`config.mk`:
```
export PLATFORM = sky130hd
export DESIGN_NAME = tlic_top
export DESIGN_NICKNAME = d
export VERILOG_FILES = /design/src/design/tlic_pkg.sv /design/src/design/tlic_top.sv
export SDC_FILE = /design/constraint.sdc
export NUM_CORES = 1
export LEC_CHECK = 0
export BUFFER_PORTS_ARGS = -buffer_cell sky130_fd_sc_hd__buf_4
export CORE_MARGIN = 4
export CORE_UTILIZATION = 58
export CTS_CLUSTER_DIAMETER = 30
export DETAILED_ROUTE_END_ITERATION = 7
export PLACE_DENSITY = 0.86
export SYNTH_ARGS = -nofsm -noshare
export SYNTH_HDL_FRONTEND = slang
export SYNTH_SLANG_ARGS = --single-unit
```
`constraint.sdc`:
```
create_clock -name clk_i -period 4.45 [get_ports clk_i]
set_clock_uncertainty 0.1 [all_clocks]
set_input_delay 0.89 -clock clk_i [delete_from_list [all_inputs] [get_ports clk_i]]
set_output_delay 0.89 -clock clk_i [all_outputs]
set_load 0.05 [all_outputs]
```
`src/design/tlic_pkg.sv`:
```
package tlic_pkg;
   // ---------------------------------------------------------------
   // Bus geometry
   // ---------------------------------------------------------------
   localparam int unsigned ADDR_W = 6;
   localparam int unsigned DATA_W = 32;
   localparam int unsigned BE_W   = 4;
   localparam int unsigned NSRC   = 32;

   // ---------------------------------------------------------------
   // Register byte offsets
   // ---------------------------------------------------------------
   localparam logic [ADDR_W-1:0] OFS_NORMAL_VIEW = 6'h00;
   localparam logic [ADDR_W-1:0] OFS_MASK        = 6'h04;
   localparam logic [ADDR_W-1:0] OFS_ROUTING     = 6'h08;
   localparam logic [ADDR_W-1:0] OFS_CONTROL     = 6'h0C;
   localparam logic [ADDR_W-1:0] OFS_FAST_VIEW   = 6'h10;
   localparam logic [ADDR_W-1:0] OFS_RAW_PENDING = 6'h20;

   // ---------------------------------------------------------------
   // Field positions
   // ---------------------------------------------------------------
   localparam int unsigned CTRL_DIM_BIT  = 0;
   localparam int unsigned BIT_RTC_ALARM = 31;
   localparam int unsigned BIT_RTC_HZ    = 30;
   localparam int unsigned BIT_OST_LO    = 26;
   localparam int unsigned BIT_DMA_LO    = 20;
   localparam int unsigned BIT_SSP       = 19;
   localparam int unsigned BIT_MCP       = 18;
   localparam int unsigned BIT_UART3     = 17;
   localparam int unsigned BIT_UART2     = 16;
   localparam int unsigned BIT_UART1     = 15;
   localparam int unsigned BIT_RSVD      = 14;
   localparam int unsigned BIT_USB       = 13;
   localparam int unsigned BIT_LCD       = 12;
   localparam int unsigned BIT_GPIO_OR   = 11;
   localparam int unsigned GPIO_SINGLE   = 11;
   localparam int unsigned GPIO_N        = 28;

   // ---------------------------------------------------------------
   // Reset values
   // ---------------------------------------------------------------
   localparam logic [DATA_W-1:0] RST_ZERO = 32'h0000_0000;
   localparam logic              RST_DIM  = 1'b0;
endpackage

```
`src/design/tlic_top.sv`:
```
// Local design decisions: the Avalon-MM register port and the placing of the registers.
`timescale 1ns/1ps
// Function
// - All sources maskable, combined into one fast and one normal processor interrupt.
// - Raw pending is 32 bits, read-only; writes leave it alone.
// - Raw pending shows requests regardless of mask bits.
// - Raw pending shows fast-routed and normal-routed sources alike.
// - Normal view holds only active sources routed to normal.
// - Fast view holds only active sources routed to fast.
// - Sources enabled in their unit and unmasked here; no enables held here.
// - In idle any enabled request wakes the processor.
// - With idle-mask-disable zero, mask ignored during idle.
// - Mask and routing undefined after reset, control resets to zero; software sets mask and routing first.
// - Bit 31 alarm match, bit 30 one-hertz tick.
// - Bits 29 to 26 timer matches 3 to 0.
// - Bits 25 to 20 DMA channels 5 to 0.
// - Bits 19 to 12 serial, codec, uarts, reserved, USB, LCD.
// - Bit 11 is OR of pin edge flags 27 to 11.
// - Bits 10 to 0 carry pin edge flags 10 to 0.
// - Mask one lets a source become active, zero blocks it.
// - Routing bit matters for unmasked sources, and for every source in idle with idle-mask-disable zero.
// - Mask register is not initialised by reset.
module tlic_top (
   input  wire logic                          clk_i,
   input  wire logic                          resetn_i,
   input  wire logic [tlic_pkg::ADDR_W-1:0]   avs_address_i,
   input  wire logic                          avs_read_i,
   input  wire logic                          avs_write_i,
   input  wire logic [tlic_pkg::DATA_W-1:0]   avs_writedata_i,
   input  wire logic [tlic_pkg::BE_W-1:0]     avs_byteenable_i,
   output logic      [tlic_pkg::DATA_W-1:0]   avs_readdata_o,
   output logic                               avs_waitrequest_o,
   input  wire logic                          rtc_alarm_i,
   input  wire logic                          rtc_hz_i,
   input  wire logic [3:0]                    ostimer_match_i,
   input  wire logic [5:0]                    dma_req_i,
   input  wire logic                          sync_serial_port_i,
   input  wire logic                          multimedia_codec_port_i,
   input  wire logic                          uart3_req_i,
   input  wire logic                          uart2_high_speed_serial_port_i,
   input  wire logic                          uart1_req_i,
   input  wire logic                          usb_device_port_i,
   input  wire logic                          lcd_req_i,
   input  wire logic [tlic_pkg::GPIO_N-1:0]   gpio_edge_i,
   input  wire logic                          cpu_idle_i,
   output logic                               normal_irq_o,
   output logic                               fast_irq_o,
   output logic                               wake_o
);
   import tlic_pkg::*;

   // ---------------------------------------------------------------
   // Raw pending assembly
   // ---------------------------------------------------------------
   // Requests come from same-clock units; pin flags 27 to 11 are ORed here
   logic [NSRC-1:0] raw_pending;

   genvar g;
   generate
      for (g = 0; g < GPIO_SINGLE; g++) begin : g_gpio
         assign raw_pending[g] = gpio_edge_i[g];
      end
   endgenerate

   assign raw_pending[BIT_GPIO_OR]   = |gpio_edge_i[GPIO_N-1:GPIO_SINGLE];
   assign raw_pending[BIT_LCD]       = lcd_req_i;
   assign raw_pending[BIT_USB]       = usb_device_port_i;
   assign raw_pending[BIT_RSVD]      = 1'b0;
   assign raw_pending[BIT_UART1]     = uart1_req_i;
   assign raw_pending[BIT_UART2]     = uart2_high_speed_serial_port_i;
   assign raw_pending[BIT_UART3]     = uart3_req_i;
   assign raw_pending[BIT_MCP]       = multimedia_codec_port_i;
   assign raw_pending[BIT_SSP]       = sync_serial_port_i;
   assign raw_pending[BIT_DMA_LO+5:BIT_DMA_LO] = dma_req_i;
   assign raw_pending[BIT_OST_LO+3:BIT_OST_LO] = ostimer_match_i;
   assign raw_pending[BIT_RTC_HZ]    = rtc_hz_i;
   assign raw_pending[BIT_RTC_ALARM] = rtc_alarm_i;

   // ---------------------------------------------------------------
   // Register state
   // ---------------------------------------------------------------
   logic [DATA_W-1:0] mask_r;
   logic [DATA_W-1:0] mask_nxt;
   logic [DATA_W-1:0] route_r;
   logic [DATA_W-1:0] route_nxt;
   logic              mask_set_r;
   logic              mask_set_nxt;
   logic              route_set_r;
   logic              route_set_nxt;
   logic              dim_r;
   logic              dim_nxt;
   logic              ack_r;
   logic              ack_nxt;
   logic [DATA_W-1:0] rdata_r;
   logic [DATA_W-1:0] rdata_nxt;
   logic              nirq_r;
   logic              nirq_nxt;
   logic              firq_r;
   logic              firq_nxt;
   logic              wake_r;
   logic              wake_nxt;

   logic [DATA_W-1:0] be_mask;
   logic [DATA_W-1:0] mask_eff;
   logic [DATA_W-1:0] route_eff;
   logic [DATA_W-1:0] active;
   logic [DATA_W-1:0] normal_view;
   logic [DATA_W-1:0] fast_view;
   logic              do_wr;
   logic              idle_bypass;

   // ---------------------------------------------------------------
   // Combining logic
   // ---------------------------------------------------------------
   // Unwritten mask or routing holds unknown bits; the combining logic takes them as zero, so the
   // mask blocks (idle bypass aside) and every source routes to normal.
   // gate until initialised
   assign mask_eff  = mask_set_r  ? mask_r  : RST_ZERO;
   assign route_eff = route_set_r ? route_r : RST_ZERO;

   assign idle_bypass = cpu_idle_i & ~dim_r;

   assign active      = raw_pending & (mask_eff | {DATA_W{idle_bypass}});
   assign normal_view = active & ~route_eff;
   assign fast_view   = active & route_eff;

   always_comb begin
      nirq_nxt = |normal_view;
      firq_nxt = |fast_view;
      wake_nxt = cpu_idle_i & (|active);
   end

   // ---------------------------------------------------------------
   // Avalon slave
   // ---------------------------------------------------------------
   // One wait cycle per access: read data settles in a flop first
   assign avs_waitrequest_o = (avs_read_i | avs_write_i) & ~ack_r;
   assign do_wr             = avs_write_i & ack_r;

   generate
      for (g = 0; g < BE_W; g++) begin : g_be
         assign be_mask[8*g+7:8*g] = {8{avs_byteenable_i[g]}};
      end
   endgenerate

   always_comb begin
      ack_nxt       = (avs_read_i | avs_write_i) & ~ack_r;
      rdata_nxt     = rdata_r;
      mask_nxt      = mask_r;
      route_nxt     = route_r;
      mask_set_nxt  = mask_set_r;
      route_set_nxt = route_set_r;
      dim_nxt       = dim_r;
      if (avs_read_i & ~ack_r) begin
         case (avs_address_i)
            OFS_NORMAL_VIEW: rdata_nxt = normal_view;
            OFS_FAST_VIEW:   rdata_nxt = fast_view;
            OFS_MASK:        rdata_nxt = mask_r;
            OFS_ROUTING:     rdata_nxt = route_r;
            OFS_CONTROL:     rdata_nxt = {{(DATA_W-1){1'b0}}, dim_r};
            OFS_RAW_PENDING: rdata_nxt = raw_pending;
            default:         rdata_nxt = RST_ZERO;
         endcase
      end
      if (do_wr) begin
         case (avs_address_i)
            OFS_MASK: begin
               mask_nxt     = (mask_r & ~be_mask) | (avs_writedata_i & be_mask);
               mask_set_nxt = 1'b1;
            end
            OFS_ROUTING: begin
               route_nxt     = (route_r & ~be_mask) | (avs_writedata_i & be_mask);
               route_set_nxt = 1'b1;
            end
            OFS_CONTROL: begin
               if (avs_byteenable_i[0]) begin
                  dim_nxt = avs_writedata_i[CTRL_DIM_BIT];
               end
            end
            default: begin
               dim_nxt = dim_r;
            end
         endcase
      end
   end

   always_ff @(posedge clk_i) begin
      mask_r  <= mask_nxt;
      route_r <= route_nxt;
   end

   always_ff @(posedge clk_i or negedge resetn_i) begin
      if (!resetn_i) begin
         mask_set_r  <= 1'b0;
         route_set_r <= 1'b0;
         dim_r       <= RST_DIM;
         ack_r       <= 1'b0;
         rdata_r     <= RST_ZERO;
         nirq_r      <= 1'b0;
         firq_r      <= 1'b0;
         wake_r      <= 1'b0;
      end else begin
         mask_set_r  <= mask_set_nxt;
         route_set_r <= route_set_nxt;
         dim_r       <= dim_nxt;
         ack_r       <= ack_nxt;
         rdata_r     <= rdata_nxt;
         nirq_r      <= nirq_nxt;
         firq_r      <= firq_nxt;
         wake_r      <= wake_nxt;
      end
   end

   // ---------------------------------------------------------------
   // Outputs
   // ---------------------------------------------------------------
   // three processor lines
   assign normal_irq_o   = nirq_r;
   assign fast_irq_o     = firq_r;
   assign wake_o         = wake_r;
   assign avs_readdata_o = rdata_r;
endmodule

```
# --- Word-level counts from Yosys, hierarchy flattened ---
# Index checks and enable logic that the tools add are counted.
totals:
  out_inout_bits: 36
  word_cells: 45
  reg_bits: 103
classes:
  muxes: 3
  bitwise: 19
  eq_ne: 5
  n_reduce_logical: 8
op_table:
  columns: ["op", "n"]
  rows:
  - ["32-bit bitwise AND", 6]
  - ["32-bit case mux with 6 select lines", 1]
  - ["32-bit OR", 3]
  - ["32-bit OR reduction", 3]
  - ["32-bit 2-to-1 mux", 2]
  - ["32-bit NOT", 2]
  - ["17-bit OR reduction", 1]
  - ["6-bit by 4-bit == test with 1-bit output, second input constant", 2]
  - ["6-bit by 3-bit == test with 1-bit output, second input constant", 1]
  - ["6-bit by 5-bit == test with 1-bit output, second input constant", 1]
  - ["6-bit == test, second input constant", 1]
  - ["6-bit zero test", 1]
  - ["1-bit bitwise AND", 5]
  - ["2-bit AND reduction", 2]
  - ["3-bit AND reduction", 1]
  - ["1-bit NOT", 2]
  - ["1-bit OR", 1]

# --- Logic depth before layout (Yosys ltp) ---
depth:
  depth_word: 6
  ltp_mapped: 9

# --- Worst setup path after synthesis ---
# OpenSTA, ideal clock, no wires.
synth_path:
  path_kind: "in2reg"
  startpoint: "in avs_address_i[4] in the netlist's numbering"
  endpoint: "reg (tool-made name)"
  arrival_ps: 2208
  setup_ps: 332
  stages: 6
  path_buffers: 3
  t_required_ps: 4018
  setup_slack_ps: 1810
  path_cell_list: "buf_2 -> nor4_1 -> and3b_1 -> buf_2 -> clkbuf_1 -> and3_1"
synth_lines:
  columns: ["item", "line_no", "rtl"]
  rows:
  - ["start, declared", "tlic_top.sv:26", "input wire logic [tlic_pkg::ADDR_W-1:0] avs_address_i,"]

==> out/metrics.yaml <==
clock_tree:
  root_buffer: "clkbuf_8"
  cts_setup_buffers: 0
  clk_latency_ns: 0.38
  cts_buffer_depth: 2
  clk_pin_slew_ns: 0.10
  cts_sinks: 103
  hold_buffers: 0
  cts_resized: 0
  cts_tree: "built"
  htreeDepth: 3
  cts_buffers: 9
synth:
  synth-seq-cells: 103
  yosysWarnings: 0
  yosysTopAreaCell: "edfxtp_1"
  synth_adder_area_share_pct: 0.182
  synth_compound_area_share_pct: 23.9
  synth_mux_area_share_pct: 0.387
  synth_flop_cell: "edfxtp_1"
  synthXorXnorAreaFrac_pct: 4.30
  syn_inst: 526
  synth.avg_cell_area_um2: 10.4
  ys_seq_area_share_pct: 52.7
  ys_types: 52
  syn-num-nets: 620
  synth.area.top_cells: "edfxtp_1 (35%), dfrtp_1 (18%), nand2_1 (4.7%), xor2_1 (4.1%), a222oi_1 (3.1%)"
  synth_edf_count: 64
  synthArstFlopShare_pct: 37.9
  synth_top_area_share_pct: 35.0
  synth_top_family_by_area: "compound AO/OA/AOI/OAI gates"
  syn-cell-area_um2: 5500
  synthSimpleGateAreaFrac_pct: 14.7
sta:
  period_needed_ns: 2.95
  worst_pin_slew_ns: 1.29
  slew-limit-headroom_pct: 14.1
  fin_crit_sh_pct: 66.4
  setup_viol: 0
  clock.fmax_mhz: 338
  fin_setup_tns_ns: 0
  rsz0062_at_grt: "no"
  report.final.slew_viol_count: 0
  hold_violations: 0
route:
  drtAntennaViolNets: 0
  drt_pre_antenna_iters: 7
  first_iter_violations: 654
  vias: 5254
  wl_per_cell_um: 23.8
  drc: 0
  drt_wl_total_um: 18400
  vias_per_cell: 6.80
final_layout:
  n_antenna_cell: 0
  drive_gt1_share_pct: 25.5
  design_area_um2: 6740
  finalNetCount: 733
  area_growth_pct: 22.6
worst_hold_path:
  hp-class: "flop to flop"
worst_setup_path:
  setup.worst_path.class: "primary input to flop"
  required_ns: 4.37
  start_kind: "primary input"
  endpoint_kind: "flop"
  arrival_ns: 2.88
  cp_max_fo: 32
power:
  p_leak_nw: 2.83
  power.density_nw_per_um2: 277
  vdd.ir_drop.worst_uv: 226
outcome:
  status: "finished, final reports clean"
die:
  num_io_pins: 130
  die_h_um: 105
  rows: 35
  fp.dieArea_um2: 11100
  coreArea_um2: 9240
  chipWidth_um: 105
  start_util_pct: 59.5
placed_design:
  gp_congestion: 0.973
  placed_area_um2: 6550
  portBuffers: 129
  detailed_place_hpwl_um: 13500
global_route:
  grt_max_degree: 40
  grt_usage_pct: 33.3
  grt_pass1_wl_um: 28400
  antenna_found_initial: 0
  grt_pass1_vias: 5063
  overflow: 0
run:
  cap_violations: 0
-- synth_stat cells, types with 12 or more instances --
cell and count:
nand2_1 69, inv_1 12, a32o_1 12, a21o_1 14
a21oi_1 19, nand3_1 16, o21a_1 15, edfxtp_1 64
o21ai_0 30, nor2_1 13, dfrtp_1 39, o21ai_1 12
a222oi_1 17, clkbuf_1 22, xor2_1 26, a221oi_1 15
and2_1 19
-- layer usage --
metal  routed length [µm]  vias up  track usage [%]
met3                 1960       69             5.45
met1                 6980     2518             44.8
met4                  598        0             9.84
li1                     -     2240                -
met5                    0        -                0
met2                 8880      427             55.7
-- worst paths after layout --
kind                       slack [ns]  cells past startpoint               from                              to
setup reg to reg                 1.78                      6  dim_r$_DFFE_PN0P_          normal_irq_o$_DFF_PN0_
hold reg to reg                  0.38                      1    ack_r$_DFF_PN0_                 ack_r$_DFF_PN0_
min in group asynchronous        0.39                      1           resetn_i  avs_readdata_o[19]$_DFFE_PN0P_
max in group asynchronous        3.46                      1           resetn_i   avs_readdata_o[2]$_DFFE_PN0P_
hold / removal                   0.38                      1    ack_r$_DFF_PN0_                 ack_r$_DFF_PN0_
setup / recovery                 1.50                      5   avs_address_i[4]                            flop
-- cells by family after synthesis --
| logic type | count (synthesis) |
|---|---|
| compound gates | 181 |
| xor+xnor | 27 |
| fa+ha+maj | 1 |
| buf+inv | 49 |
| flops | 103 |
| mux | 2 |
| simple gates | 163 |
-- critical path, stage by stage --
cell     delay (ns)
buf_4          0.27
nor4_1         0.36
nand2_1        0.18
nor2_2         0.61
and3_1         0.55
-- where the power goes --
group	leakage, nW	internal [W]	switching (W)
sequential	1.10	0.00102	0.00000323
combinational	1.63	0.000110	0.000161
clock	0.0954	0.000219	0.000355
total	2.83	0.00135	0.000520
-- cell type report --
cell class / instances / area [µm²]
flip-flops and latches: 103 / 2900
well taps: 129 / 161
clock buffers: 10 / 128
repair buffers: 139 / 1040
multi-input cells: 374 / 2400
inverters: 12 / 45.0
fillers: 653 / 2500
clock inverters: 6 / 60.1
-- cells in the final DEF, fill, tap and decap left out, types with 14 or more instances in the layout --
cell type  Yosys  routed
a21o_1        14      14
a21oi_1       19      19
a221oi_1      15      15
a222oi_1      17      17
and2_1        19      19
buf_4          0     139
dfrtp_1       39      39
edfxtp_1      64      64
nand2_1       69      69
nand3_1       16      16
o21a_1        15      15
o21ai_0       30      30
xor2_1        26      26
-- metrics by stage --
step           hold WS [ns]  util, %  total power (W)  instances  setup slack (ns)
4_1_cts               0.384     72.9          0.00187        773              1.55
3_5_place_dp          0.367     70.9          0.00131        757              1.14
6_report              0.379     72.9          0.00187        773              1.50
2_1_floorplan         0.411        -          0.00117        526              1.81
3_3_place_gp          0.335     70.9          0.00130        757              1.23
5_1_grt               0.405     72.9          0.00193        773              1.37
Power figures use the tool's default switching activity.
